## config.mk

```make
export PLATFORM = sky130hd
export DESIGN_NAME = system_instruction_unit
export DESIGN_NICKNAME = d
export VERILOG_FILES = /design/src/hdl/system_instruction_unit.v
export VERILOG_INCLUDE_DIRS = /design/src /design/src/hdl
export SDC_FILE = /design/constraint.sdc
export NUM_CORES = 2
export LEC_CHECK = 0
export BUFFER_PORTS_ARGS = -buffer_cell sky130_fd_sc_hd__buf_2
export CORE_MARGIN = 2
export CORE_UTILIZATION = 30
export DETAILED_ROUTE_END_ITERATION = 10
export PLACE_DENSITY = 0.57
export SLEW_MARGIN = 20
export SYNTH_ARGS = -nofsm -noshare
export SYNTH_HDL_FRONTEND = slang
export SYNTH_SLANG_ARGS = --single-unit
```

## constraint.sdc

```tcl
create_clock -name ref_clk -period 19.7 [get_ports ref_clk]
set_input_delay 0.985 -clock ref_clk [delete_from_list [all_inputs] [get_ports ref_clk]]
set_output_delay 0.985 -clock ref_clk [all_outputs]
set_load 0.03 [all_outputs]
```

## src/hdl/siu_defines.vh

```
/*
 constants of the system instruction unit: states, operation codes,
 register offsets, frame layout, bit positions and fault codes.
 assumes inclusion by the unit's module, its property checker and its bench.
*/
`ifndef SIU_DEFINES_VH
`define SIU_DEFINES_VH
// states
`define ST_IDLE 4'h0
`define ST_RD_ENT 4'h1
`define ST_WR_PFP 4'h2
`define ST_WR_RIP 4'h3
`define ST_RD_PFP 4'h4
`define ST_RD_RIP 4'h5
`define ST_AT_RD 4'h6
`define ST_AT_WR 4'h7
`define ST_FLUSH 4'h8
`define ST_SYNC 4'h9
// operation codes on op_code
`define OP_CALL 5'h00
`define OP_CALLX 5'h01
`define OP_CALLS 5'h02
`define OP_RET 5'h03
`define OP_FAULT 5'h04
`define OP_SYNCF 5'h05
`define OP_MARK 5'h06
`define OP_FMARK 5'h07
`define OP_MODTC 5'h08
`define OP_ATADD 5'h09
`define OP_ATMOD 5'h0A
`define OP_MODPC 5'h0B
`define OP_FLUSH 5'h0C
`define OP_MODAC 5'h0D
`define OP_SYSCTL 5'h0E
`define OP_ICCTL 5'h0F
`define OP_DCCTL 5'h10
`define OP_DCINVA 5'h11
// register offsets
`define A_PROC 8'h00
`define A_TRACE 8'h04
`define A_ARITH 8'h08
`define A_SYSTAB 8'h0C
`define A_SSP 8'h10
`define A_FP 8'h14
`define A_STAT 8'h18
// frame and table layout
`define FRAME_SIZE 32'h00000040
`define RIP_OFF 32'h00000004
`define SAVE_OFF 32'h00000008
`define ENT_BASE 32'h00000030
`define ENT_SUP 2'h2
`define NSETS 3'h4
// bit positions and reset values
`define MODE_BIT 1
`define BRK_EN 7
`define BRK_FLAG 23
`define RST_PROC 32'h00000002
`define RST_ZERO 32'h00000000
// fault codes and cache subfunctions
`define FLT_COND 4'h1
`define FLT_PRIV 4'h2
`define FLT_OPER 4'h3
`define CACHE_LOCK 3'h3
`define CACHE_INVA_Q 3'h7
`endif

```

## src/hdl/system_instruction_unit.v

```verilog
/*
 system instruction unit: executes call and return, conditional
 faults, fault sync, trace marks, atomics, control register modify,
 register flush, system control and cache control operations.
 assumes a decoder presenting one operation with operands, a memory
 answering each held request with a one-cycle ack, and a plain
 register port with read data one cycle after the strobe.
*/
// Overview of operation
// - direct call target is call address plus signed displacement
// - extended call target is the run-time absolute address
// - local calls allocate new register set and frame, same stack
// - system call reads target from table entry chosen by index
// - supervisor entry switches to supervisor mode and stack
// - local-type system entry keeps mode and stack unchanged
// - return resumes at saved return address, for every call kind
// - conditional fault raised only when condition code matches
// - prediction bit is only a hint, never changes result
// - fault sync waits until earlier faults are signalled
// - mark gives breakpoint event only when breakpoint trace enabled
// - forced mark always gives breakpoint event
// - trace register holds enables and event flags, modify alters it
// - atomic read and write form one locked memory sequence
// - atomic add writes back memory value plus operand
// - atomic modify replaces only mask-selected bits
// - process register readable always, writable only in supervisor
// - flush writes all non-current register sets to their frames
// - arithmetic modify returns register and updates under mask
// - system control acts only in supervisor mode
// - cache control ops; locking only for instruction cache
// - data cache invalidate targets exactly one quad word
`include "siu_defines.vh"
`timescale 1ns/1ps
`default_nettype none
module system_instruction_unit (
  input wire ref_clk,
  input wire reset_n,
  input wire op_valid,
  input wire [4:0] op_code,
  input wire [31:0] op_ip,
  input wire [23:0] op_disp,
  input wire [31:0] op_ea,
  input wire [31:0] op_src1,
  input wire [31:0] op_src2,
  input wire [2:0] op_cond,
  input wire op_hint,
  input wire fault_pending,
  output wire op_ready,
  output reg op_done,
  output reg [31:0] op_result,
  output reg fault_out,
  output reg [3:0] fault_code,
  output reg trace_brk,
  output reg ip_load,
  output reg [31:0] ip_next,
  output reg mem_req,
  output reg mem_we,
  output reg mem_lock,
  output reg [31:0] mem_addr,
  output reg [31:0] mem_wdata,
  input wire [31:0] mem_rdata,
  input wire mem_ack,
  output reg sysctl_strobe,
  output reg [31:0] sysctl_msg,
  output reg icache_strobe,
  output reg dcache_strobe,
  output reg [2:0] cache_cmd,
  output reg [31:0] cache_addr,
  input wire [7:0] reg_addr,
  input wire [31:0] reg_wdata,
  input wire reg_wr,
  input wire reg_rd,
  output reg [31:0] reg_rdata
);

  // masked merge used by every modify operation
  function [31:0] merge;
    input [31:0] old_v;
    input [31:0] new_v;
    input [31:0] mask;
    begin
      merge = (old_v & ~mask) | (new_v & mask);
    end
  endfunction

  reg rst_s1_q;
  reg rst_n_q;
  wire rst_n;
  reg [3:0] state_q;
  reg [31:0] proc_ctl_q;
  reg [31:0] trace_ctl_q;
  reg [31:0] arith_ctl_q;
  reg [31:0] systab_q;
  reg [31:0] ssp_q;
  reg [31:0] fp_q;
  reg [31:0] nfp_q;
  reg [31:0] tgt_q;
  reg [31:0] rip_q;
  reg [31:0] pfp_q;
  reg [31:0] src_q;
  reg [31:0] mask_q;
  reg at_add_q;
  reg new_sup_q;
  reg [2:0] depth_q;
  reg [31:0] set_fp [0:3];
  reg [31:0] set_lnk [0:3];
  wire take;
  wire sup;
  wire [2:0] cc;
  wire cond_hit;
  wire brk_set;
  wire [31:0] disp_ext;
  wire [31:0] ent_addr;
  wire [1:0] top;

  // reset release through two flops
  always @(posedge ref_clk or negedge reset_n) begin
    if (!reset_n) begin
      rst_s1_q <= 1'b0;
      rst_n_q <= 1'b0;
    end else begin
      rst_s1_q <= 1'b1;
      rst_n_q <= rst_s1_q;
    end
  end
  assign rst_n = rst_n_q;

  // operation acceptance and decoded helpers
  assign op_ready = (state_q == `ST_IDLE) && rst_n;
  assign take = op_valid && op_ready;
  assign sup = proc_ctl_q[`MODE_BIT];
  assign cc = arith_ctl_q[2:0];
  assign cond_hit = (op_cond == 3'h0) ? (cc == 3'h0) : |(op_cond & cc);
  assign brk_set = take && ((op_code == `OP_MARK && trace_ctl_q[`BRK_EN])
                   || op_code == `OP_FMARK);
  assign disp_ext = {{8{op_disp[23]}}, op_disp};
  assign ent_addr = systab_q + `ENT_BASE + {op_src1[29:0], 2'h0};
  assign top = depth_q[1:0] - 2'h1;

  // register read port, data one cycle after strobe
  always @(posedge ref_clk or negedge rst_n) begin
    if (!rst_n) begin
      reg_rdata <= `RST_ZERO;
    end else if (reg_rd) begin
      if (reg_addr == `A_PROC) begin
        reg_rdata <= proc_ctl_q;
      end else if (reg_addr == `A_TRACE) begin
        reg_rdata <= trace_ctl_q;
      end else if (reg_addr == `A_ARITH) begin
        reg_rdata <= arith_ctl_q;
      end else if (reg_addr == `A_SYSTAB) begin
        reg_rdata <= systab_q;
      end else if (reg_addr == `A_SSP) begin
        reg_rdata <= ssp_q;
      end else if (reg_addr == `A_FP) begin
        reg_rdata <= fp_q;
      end else if (reg_addr == `A_STAT) begin
        reg_rdata <= {25'h0000000, depth_q, state_q};
      end else begin
        reg_rdata <= `RST_ZERO;
      end
    end else begin
      reg_rdata <= `RST_ZERO;
    end
  end

  // cached register set linkage stack
  always @(posedge ref_clk) begin
    if (state_q == `ST_WR_RIP && mem_ack && depth_q != `NSETS) begin
      set_fp[depth_q[1:0]] <= fp_q;
      set_lnk[depth_q[1:0]] <= pfp_q;
    end
  end

  // execution sequencer and control registers
  always @(posedge ref_clk or negedge rst_n) begin
    if (!rst_n) begin
      state_q <= `ST_IDLE;
      proc_ctl_q <= `RST_PROC;
      trace_ctl_q <= `RST_ZERO;
      arith_ctl_q <= `RST_ZERO;
      systab_q <= `RST_ZERO;
      ssp_q <= `RST_ZERO;
      fp_q <= `RST_ZERO;
      nfp_q <= `RST_ZERO;
      tgt_q <= `RST_ZERO;
      rip_q <= `RST_ZERO;
      pfp_q <= `RST_ZERO;
      src_q <= `RST_ZERO;
      mask_q <= `RST_ZERO;
      at_add_q <= 1'b0;
      new_sup_q <= 1'b0;
      depth_q <= 3'h0;
      op_done <= 1'b0;
      op_result <= `RST_ZERO;
      fault_out <= 1'b0;
      fault_code <= 4'h0;
      trace_brk <= 1'b0;
      ip_load <= 1'b0;
      ip_next <= `RST_ZERO;
      mem_req <= 1'b0;
      mem_we <= 1'b0;
      mem_lock <= 1'b0;
      mem_addr <= `RST_ZERO;
      mem_wdata <= `RST_ZERO;
      sysctl_strobe <= 1'b0;
      sysctl_msg <= `RST_ZERO;
      icache_strobe <= 1'b0;
      dcache_strobe <= 1'b0;
      cache_cmd <= 3'h0;
      cache_addr <= `RST_ZERO;
    end else begin
      op_done <= 1'b0;
      fault_out <= 1'b0;
      trace_brk <= brk_set;
      ip_load <= 1'b0;
      sysctl_strobe <= 1'b0;
      icache_strobe <= 1'b0;
      dcache_strobe <= 1'b0;
      // register port writes; instruction effects below override
      if (reg_wr) begin
        if (reg_addr == `A_PROC && sup) begin
          proc_ctl_q <= reg_wdata;
        end else if (reg_addr == `A_TRACE) begin
          trace_ctl_q <= reg_wdata;
        end else if (reg_addr == `A_ARITH) begin
          arith_ctl_q <= reg_wdata;
        end else if (reg_addr == `A_SYSTAB) begin
          systab_q <= reg_wdata;
        end else if (reg_addr == `A_SSP) begin
          ssp_q <= reg_wdata;
        end else if (reg_addr == `A_FP) begin
          fp_q <= reg_wdata;
        end
      end
      case (state_q)
        `ST_IDLE: begin
          if (take) begin
            rip_q <= op_ip + `RIP_OFF;
            pfp_q <= {fp_q[31:1], sup};
            if (op_code == `OP_CALL || op_code == `OP_CALLX) begin
              tgt_q <= (op_code == `OP_CALL) ? op_ip + disp_ext : op_ea;
              nfp_q <= fp_q + `FRAME_SIZE;
              new_sup_q <= sup;
              mem_req <= 1'b1;
              mem_we <= 1'b1;
              mem_addr <= fp_q + `FRAME_SIZE;
              mem_wdata <= {fp_q[31:1], sup};
              state_q <= `ST_WR_PFP;
            end else if (op_code == `OP_CALLS) begin
              mem_req <= 1'b1;
              mem_we <= 1'b0;
              mem_addr <= ent_addr;
              state_q <= `ST_RD_ENT;
            end else if (op_code == `OP_RET) begin
              mem_req <= 1'b1;
              mem_we <= 1'b0;
              mem_addr <= fp_q;
              state_q <= `ST_RD_PFP;
            end else if (op_code == `OP_FAULT) begin
              if (cond_hit) begin
                fault_out <= 1'b1;
                fault_code <= `FLT_COND;
              end
              op_done <= 1'b1;
            end else if (op_code == `OP_SYNCF) begin
              state_q <= `ST_SYNC;
            end else if (op_code == `OP_MODTC) begin
              op_result <= trace_ctl_q;
              trace_ctl_q <= merge(trace_ctl_q, op_src2, op_src1);
              op_done <= 1'b1;
            end else if (op_code == `OP_ATADD || op_code == `OP_ATMOD) begin
              // lock held over read and write
              at_add_q <= (op_code == `OP_ATADD);
              src_q <= op_src2;
              mask_q <= op_src1;
              mem_req <= 1'b1;
              mem_we <= 1'b0;
              mem_lock <= 1'b1;
              mem_addr <= op_ea;
              state_q <= `ST_AT_RD;
            end else if (op_code == `OP_MODPC) begin
              op_result <= proc_ctl_q;
              if (op_src1 != `RST_ZERO && !sup) begin
                fault_out <= 1'b1;
                fault_code <= `FLT_PRIV;
              end else begin
                proc_ctl_q <= merge(proc_ctl_q, op_src2, op_src1);
              end
              op_done <= 1'b1;
            end else if (op_code == `OP_FLUSH) begin
              state_q <= `ST_FLUSH;
            end else if (op_code == `OP_MODAC) begin
              op_result <= arith_ctl_q;
              arith_ctl_q <= merge(arith_ctl_q, op_src2, op_src1);
              op_done <= 1'b1;
            end else if (op_code == `OP_SYSCTL) begin
              if (sup) begin
                sysctl_strobe <= 1'b1;
                sysctl_msg <= op_src1;
              end else begin
                fault_out <= 1'b1;
                fault_code <= `FLT_PRIV;
              end
              op_done <= 1'b1;
            end else if (op_code == `OP_ICCTL) begin
              icache_strobe <= 1'b1;
              cache_cmd <= op_src1[2:0];
              cache_addr <= op_src2;
              op_done <= 1'b1;
            end else if (op_code == `OP_DCCTL) begin
              if (op_src1[2:0] == `CACHE_LOCK) begin
                fault_out <= 1'b1;
                fault_code <= `FLT_OPER;
              end else begin
                dcache_strobe <= 1'b1;
                cache_cmd <= op_src1[2:0];
                cache_addr <= op_src2;
              end
              op_done <= 1'b1;
            end else if (op_code == `OP_DCINVA) begin
              dcache_strobe <= 1'b1;
              cache_cmd <= `CACHE_INVA_Q;
              cache_addr <= {op_ea[31:4], 4'h0};
              op_done <= 1'b1;
            end else begin
              op_done <= 1'b1;
            end
          end
        end
        `ST_RD_ENT: begin
          if (mem_ack) begin
            tgt_q <= {mem_rdata[31:2], 2'h0};
            mem_we <= 1'b1;
            if (mem_rdata[1:0] == `ENT_SUP && !sup) begin
              nfp_q <= ssp_q;
              new_sup_q <= 1'b1;
              mem_addr <= ssp_q;
            end else begin
              nfp_q <= fp_q + `FRAME_SIZE;
              new_sup_q <= sup;
              mem_addr <= fp_q + `FRAME_SIZE;
            end
            mem_wdata <= pfp_q;
            state_q <= `ST_WR_PFP;
          end
        end
        `ST_WR_PFP: begin
          if (mem_ack) begin
            mem_addr <= nfp_q + `RIP_OFF;
            mem_wdata <= rip_q;
            state_q <= `ST_WR_RIP;
          end
        end
        `ST_WR_RIP: begin
          if (mem_ack) begin
            mem_req <= 1'b0;
            mem_we <= 1'b0;
            fp_q <= nfp_q;
            proc_ctl_q[`MODE_BIT] <= new_sup_q;
            if (depth_q != `NSETS) begin
              depth_q <= depth_q + 3'h1;
            end
            ip_next <= tgt_q;
            ip_load <= 1'b1;
            op_done <= 1'b1;
            state_q <= `ST_IDLE;
          end
        end
        `ST_RD_PFP: begin
          if (mem_ack) begin
            pfp_q <= mem_rdata;
            mem_addr <= fp_q + `RIP_OFF;
            state_q <= `ST_RD_RIP;
          end
        end
        `ST_RD_RIP: begin
          if (mem_ack) begin
            mem_req <= 1'b0;
            fp_q <= {pfp_q[31:1], 1'b0};
            proc_ctl_q[`MODE_BIT] <= pfp_q[0] & sup;
            if (depth_q != 3'h0) begin
              depth_q <= depth_q - 3'h1;
            end
            ip_next <= mem_rdata;
            ip_load <= 1'b1;
            op_done <= 1'b1;
            state_q <= `ST_IDLE;
          end
        end
        `ST_AT_RD: begin
          if (mem_ack) begin
            op_result <= mem_rdata;
            mem_we <= 1'b1;
            mem_wdata <= at_add_q ? mem_rdata + src_q
                         : merge(mem_rdata, src_q, mask_q);
            state_q <= `ST_AT_WR;
          end
        end
        `ST_AT_WR: begin
          if (mem_ack) begin
            mem_req <= 1'b0;
            mem_we <= 1'b0;
            mem_lock <= 1'b0;
            op_done <= 1'b1;
            state_q <= `ST_IDLE;
          end
        end
        `ST_FLUSH: begin
          // one save write per non-current set
          if (depth_q == 3'h0) begin
            mem_req <= 1'b0;
            mem_we <= 1'b0;
            op_done <= 1'b1;
            state_q <= `ST_IDLE;
          end else if (!mem_req) begin
            mem_req <= 1'b1;
            mem_we <= 1'b1;
            mem_addr <= set_fp[top] + `SAVE_OFF;
            mem_wdata <= set_lnk[top];
          end else if (mem_ack) begin
            mem_req <= 1'b0;
            depth_q <= depth_q - 3'h1;
          end
        end
        `ST_SYNC: begin
          if (!fault_pending) begin
            op_done <= 1'b1;
            state_q <= `ST_IDLE;
          end
        end
        default: begin
          state_q <= `ST_IDLE;
        end
      endcase
      // event flag set wins over any clear
      if (brk_set) begin
        trace_ctl_q[`BRK_FLAG] <= 1'b1;
      end
    end
  end

endmodule
`default_nettype wire

```

# Yosys cells after proc, flatten, opt, wreduce, memory -nomap -nowiden
# Memories as Yosys holds them, arrays and structs flattened.
# Cells that the tools add are included.
word_totals:
  reg_bits: 636
  mem_bits_rw: 256
  input_bits: 240
  output_inout_bits: 242
  word_cells: 497
  memories: 2
classes:
  addsub: 12
  eq_ne: 83
  muxes: 277
  bitwise_logic: 29
  n_reduce_logical: 57
memory_table:
  columns: ["name", "depth", "width", "read_ports", "rd_ports_with_merged_regs", "write_ports", "line", "rtl"]
  rows:
  - ["set_fp", 4, 32, 1, 0, 1, "system_instruction_unit.v:105", "reg [31:0] set_fp [0:3];"]
  - ["set_lnk", 4, 32, 1, 0, 1, "system_instruction_unit.v:106", "reg [31:0] set_lnk [0:3];"]
op_table:
  columns: ["op", "count"]
  rows:
  - ["32-bit two-way mux", 101]
  - ["32-bit case mux with 2 select lines", 6]
  - ["32-bit case mux with 5 select lines", 2]
  - ["32-bit AND", 6]
  - ["32-bit OR", 4]
  - ["4-bit two-way mux", 31]
  - ["1-bit two-way mux", 116]
  - ["32-bit by 3-bit adder with 32-bit output, second input constant", 3]
  - ["32-bit adder", 3]
  - ["32-bit NOT", 2]
  - ["2-bit != test, second input constant", 25]
  - ["5-bit by 4-bit == test with 1-bit output, second input constant", 8]
  - ["3-bit two-way mux", 11]
  - ["32-bit by 4-bit adder with 32-bit output, second input constant", 1]
  - ["32-bit by 6-bit adder with 32-bit output, second input constant", 1]
  - ["32-bit by 7-bit adder with 32-bit output, second input constant", 1]
  - ["4-bit case mux with 8 select lines", 1]
  - ["32-bit nonzero test", 1]
  - ["30-bit two-way mux", 1]
  - ["8-bit by 5-bit == test with 1-bit output, second input constant", 3]
  - ["11-bit AND reduction", 2]
  - ["5-bit by 3-bit == test with 1-bit output, second input constant", 4]
  - ["3-bit != test, second input constant", 6]
  - ["9-bit AND reduction", 2]
  - ["56 further kinds", 117]

# Logic depth before layout (Yosys ltp)
logic_depth:
  ltp_word: 17
  depth_mapped: 20
  mapped_depth_nobuf: 13

# Least setup slack after synthesis
# Ideal clock, no wire load.
synth_timing:
  kind: "reg2reg"
  from: "register rst_n_q (netlist: rst_n)"
  to: "register tgt_q[26]"
  setup_time_ns: 0.144
  arrival_ns: 18.064
  t_required_ns: 19.556
  slack_ns: 1.492
  stages_incl_launch_ff: 6
  n_path_buf: 0
  synth_period_minus_slack_ns: 18.208
  path_cell_list: "dfrtp_1 nand3_2 nor2_2 nand2_1 a2111oi_0 a211oi_1"
synth_via:
  elab_chain_len: 4
synth_lines:
  columns: ["element", "line", "rtl"]
  rows:
  - ["start: declaration", "system_instruction_unit.v:87", "reg rst_n_q;"]
  - ["start signal: assignment", "system_instruction_unit.v:123", "rst_n_q <= rst_s1_q;"]
  - ["1-bit logical AND", "system_instruction_unit.v:129", "assign op_ready = (state_q == `ST_IDLE) && rst_n;"]
  - ["1-bit logical AND", "system_instruction_unit.v:130", "assign take = op_valid && op_ready;"]
  - ["2-bit != test (no line)", null, null]
  - ["4-bit AND reduction (no line)", null, null]
  - ["end signal: assignment", "system_instruction_unit.v:186", "tgt_q <= `RST_ZERO;"]
  - ["end signal: assignment", "system_instruction_unit.v:242", "tgt_q <= (op_code == `OP_CALL) ? op_ip + disp_ext : op_ea;"]
  - ["end signal: assignment", "system_instruction_unit.v:333", "tgt_q <= {mem_rdata[31:2], 2'h0};"]
  - ["end: declaration", "system_instruction_unit.v:97", "reg [31:0] tgt_q;"]
# Every way passes these cells.
# A chain may end at the register's enable or synchronous reset.

# Worst setup path after layout
layout_timing:
  from: "register state_q[2]"
  to: "register mem_addr[30]"
layout_via:
  elab_chain_len: 5
  elab_cells_between_ends: 20
  cone_classes: "eq/ne: 14; mux: 1; reduce/logical: 5"
layout_lines:
  columns: ["element", "line", "rtl"]
  rows:
  - ["start: declaration", "system_instruction_unit.v:89", "reg [3:0] state_q;"]
  - ["start signal: assignment", "system_instruction_unit.v:178", "state_q <= `ST_IDLE;"]
  - ["start signal: assignment", "system_instruction_unit.v:249", "state_q <= `ST_WR_PFP;"]
  - ["start signal: assignment", "system_instruction_unit.v:254", "state_q <= `ST_RD_ENT;"]
  - ["4-bit logical NOT", "system_instruction_unit.v:236", "case (state_q)"]
  - ["1-bit logical AND", "system_instruction_unit.v:129", null]
  - ["1-bit logical AND", "system_instruction_unit.v:130", null]
  - ["2-bit != test (no line)", null, null]
  - ["11-bit AND reduction (no line)", null, null]
  - ["end signal: assignment", "system_instruction_unit.v:204", "mem_addr <= `RST_ZERO;"]
  - ["end signal: assignment", "system_instruction_unit.v:247", "mem_addr <= fp_q + `FRAME_SIZE;"]
  - ["end signal: assignment", "system_instruction_unit.v:253", "mem_addr <= ent_addr;"]
  - ["end: declaration", "system_instruction_unit.v:59", "output reg [31:0] mem_addr,"]
# Several ways; a longest one is shown, not always the timed one.

==> run_results.csv <==
group,metric,value,unit
run_status,status,"finished, final reports clean",
grt,grt_max_degree,146,
die,start_util,30.1,%
place,dpl_cell_area,54400,um2
die,row_count,149,
critical_path,cp-startpoint,"state_q[2]$_DFFE_PN0P_",
critical_path,end_kind,"register",
final_layout,fin_cells,7573,
final_layout,final_util,35.2,%
final_layout,syn_to_final_growth,16.7,%
die,fp.coreArea,164000,um2
routing,ant_nets,0,
cts,cts.clk_slew.worst_paths,0.07,ns
sta,rsz0062_at_grt,"no",
yosys,synthFlopType,"dfrtp_1",
yosys,synthTopCellsByCount,"dfrtp_1, nand2_1, nor2_1, o21ai_0, a21oi_1",
critical_path,path_max_fanout,50,
routing,wire_per_inst,33.0,um
critical_path,cp.required,20.30,ns
final_layout,drive_gt1_share,19.7,%
power_and_ir_drop,leakagePower,24.1,nW
yosys,synth_top_area_share,32.0,%
yosys,synthTopCellsByArea,"dfrtp_1, edfxtp_1, mux2i_1",
routing,drc,0,
sta,worst_slew_pin_slew,1.33,ns
die,ios,482,
yosys,synth_cell_types,93,
cts,cts_tree,"yes",
critical_path,crit_type,"reg2reg",
yosys,synthMuxAreaShare,11.3,%
cts,hold_buffers,0,
yosys,synth_compound_area_share,18.0,%
sta,hold_ws,0.0417,ns
sta,fin_skew,0.0478,ns
critical_path,r2r_slack,14.57,ns
die,chipWidth,410,um
yosys,synthArstFlopShare,71.2,%
flow_run,drv_cap,0,
worst_hold_path,min_path_type,"in2async",
yosys,yosys_warnings,0,
routing,routed_wl,250000,um
yosys,syn_inst,4936,
yosys,avgSynthCellArea,10.0,um2
yosys,synth_area_leader_cell,"dfrtp_1",
sta,maxSlewHeadroom,10.8,%
sta,hold_viol,0,
final_layout,fin_nets,5650,
sta,finalSetupTns,0,ns
yosys,ys_seq_area_share,47.5,%
grt,grt.total_usage,28.9,%
sta,setup_viol,0,
critical_path,critPathLaunchType,"register",
power_and_ir_drop,pwr_density_cell,139,nW/um2
routing,drt_iter0_markers,6731,
sta,slew_viol_final,0,
place,port_buffers,478,
die,die_h,410,um
cts,clockBufferDepth,3,
yosys,yosys.area_share.simple,13.0,%
sta,period_share,26.1,%
cts,clock_sinks,890,
grt,grt_overflow_total,0,
cts,cts.htree.levels,3,
routing,routed_via_density,5.93,
grt,grt_pass1_wl,341000,um
yosys,synth_most_common_cell,"dfrtp_1",
final_layout,final_area,57800,um2
cts,cts_resized,0,
critical_path,cp.arrival,5.74,ns
power_and_ir_drop,finalPower,8.05,mW
place,dp_hpwl,184000,um
critical_path,reg2reg_depth,11,
routing,dr.pass1.iters,7,
critical_path,r2r-end,"mem_addr[30]$_DFFE_PN0P_",
yosys,ys_ff_latch,890,
place,place_inst,7369,
yosys,synth_edf_count,256,
cts,cts_buffers,96,
cts,cts.repair_timing.setup_buffer_count,0,
yosys,synth_top_family_by_area,"compound AO/OA/AOI/OAI gates",
cts,worstSkewPairLatency,0.75,ns
die,die-area,168000,um2
final_layout,fillers,16700,
critical_path,r2r_start,"state_q[2]$_DFFE_PN0P_",
yosys,synthAdderAreaFrac,3.37,%
critical_path,critical_path.endpoint,"mem_addr[30]$_DFFE_PN0P_",
sta,period_minus_slack,5.13,ns
routing,num_vias,44900,
power_and_ir_drop,vdd_ir_drop_max,0.0912,mV
yosys,synth_xor_area_share,3.45,%
cts,root_buffer,"clkbuf_16",
grt,grt_pass1_vias,41900,
yosys,syn_area,49500,um2
place,gp_congestion,1.01,
sta,max_freq,0.195,GHz
place,post-place-ws,14.72,ns
sta,setup_slack,14.57,ns
grt,antenna_found_initial,36,
## layer usage
metal  vias up  global-route usage [%]  wire length, um
li1      19000                       -                -
met4        26                    22.0            22700
met3       553                    8.33            28500
met5         -                       0              161
met2      2817                    40.2           102000
met1     22500                    37.5            96500
## power breakdown
group          switching, mW  leakage [nW]  internal, mW
clock network          0.834          1.59          1.10
logic                   2.23          11.9         0.993
registers              0.531          10.6          2.36
## how the worst min path moves through the flow
stage                       start                      end  cells past startpoint
4_1_cts                   reset_n          rst_n$_DFF_PN0_                      1
2_1_floorplan  rst_s1_q$_DFF_PN0_          rst_n$_DFF_PN0_                      0
6_report                  reset_n          rst_n$_DFF_PN0_                      1
5_1_grt                   reset_n          rst_n$_DFF_PN0_                      1
3_5_place_dp      rst_n$_DFF_PN0_  ip_next[28]$_DFFE_PN0P_                      0
3_3_place_gp      rst_n$_DFF_PN0_  ip_next[28]$_DFFE_PN0P_                      0
## kinds of logic (layout without fill, tap and decap cells)
family	Yosys count	after routing
other	2	25
adder cells (fa/ha/maj)	131	131
multiplexers	456	456
AND/OR/NAND/NOR	1420	1420
flip-flops	890	890
AO/OA/AOI/OAI	1429	1429
buffers and inverters	413	838
XOR/XNOR	195	195
## worst max-delay path, cell delays in order, from the launching register on
cell and delay [ns]:
dfrtp_1 0.75, buf_4 0.43, or4b_2 0.85, buf_4 0.43, mux2_2 0.40, nand4_4 0.19
nor4b_4 0.62, nand2_1 0.21, xor2_1 0.18, o22ai_1 0.10, a2111oi_0 0.65, a211oi_1 0.09
## area by class of cell
type                    instances  area (um2)  area share [%]
clock buffers                 131        2710            4.68
flip-flops and latches        890       23600            40.7
diodes                         22        55.1          0.0952
repair buffers                587        3260            5.63
inverters                      70         263           0.454
clock inverters                50         607            1.05
well taps                    2189        2740            4.74
multi-input cells            3634       24600            42.6
## cells in the final DEF, fill, tap and decap left out, types with 94 or more instances in the layout
| cell | synthesis | routed |
|---|---|---|
| a21oi_1 | 330 | 328 |
| a22oi_1 | 96 | 96 |
| buf_2 | 28 | 478 |
| buf_4 | 6 | 106 |
| clkbuf_16 | 0 | 100 |
| dfrtp_1 | 633 | 631 |
| edfxtp_1 | 256 | 256 |
| ha_1 | 127 | 126 |
| mux2_2 | 165 | 165 |
| mux2i_1 | 225 | 225 |
| nand2_1 | 515 | 512 |
| nand3_1 | 100 | 96 |
| nor2_1 | 435 | 426 |
| o21ai_0 | 435 | 434 |
| xnor2_1 | 94 | 94 |
| xor2_1 | 101 | 101 |
(Power assumes the default switching activity.)
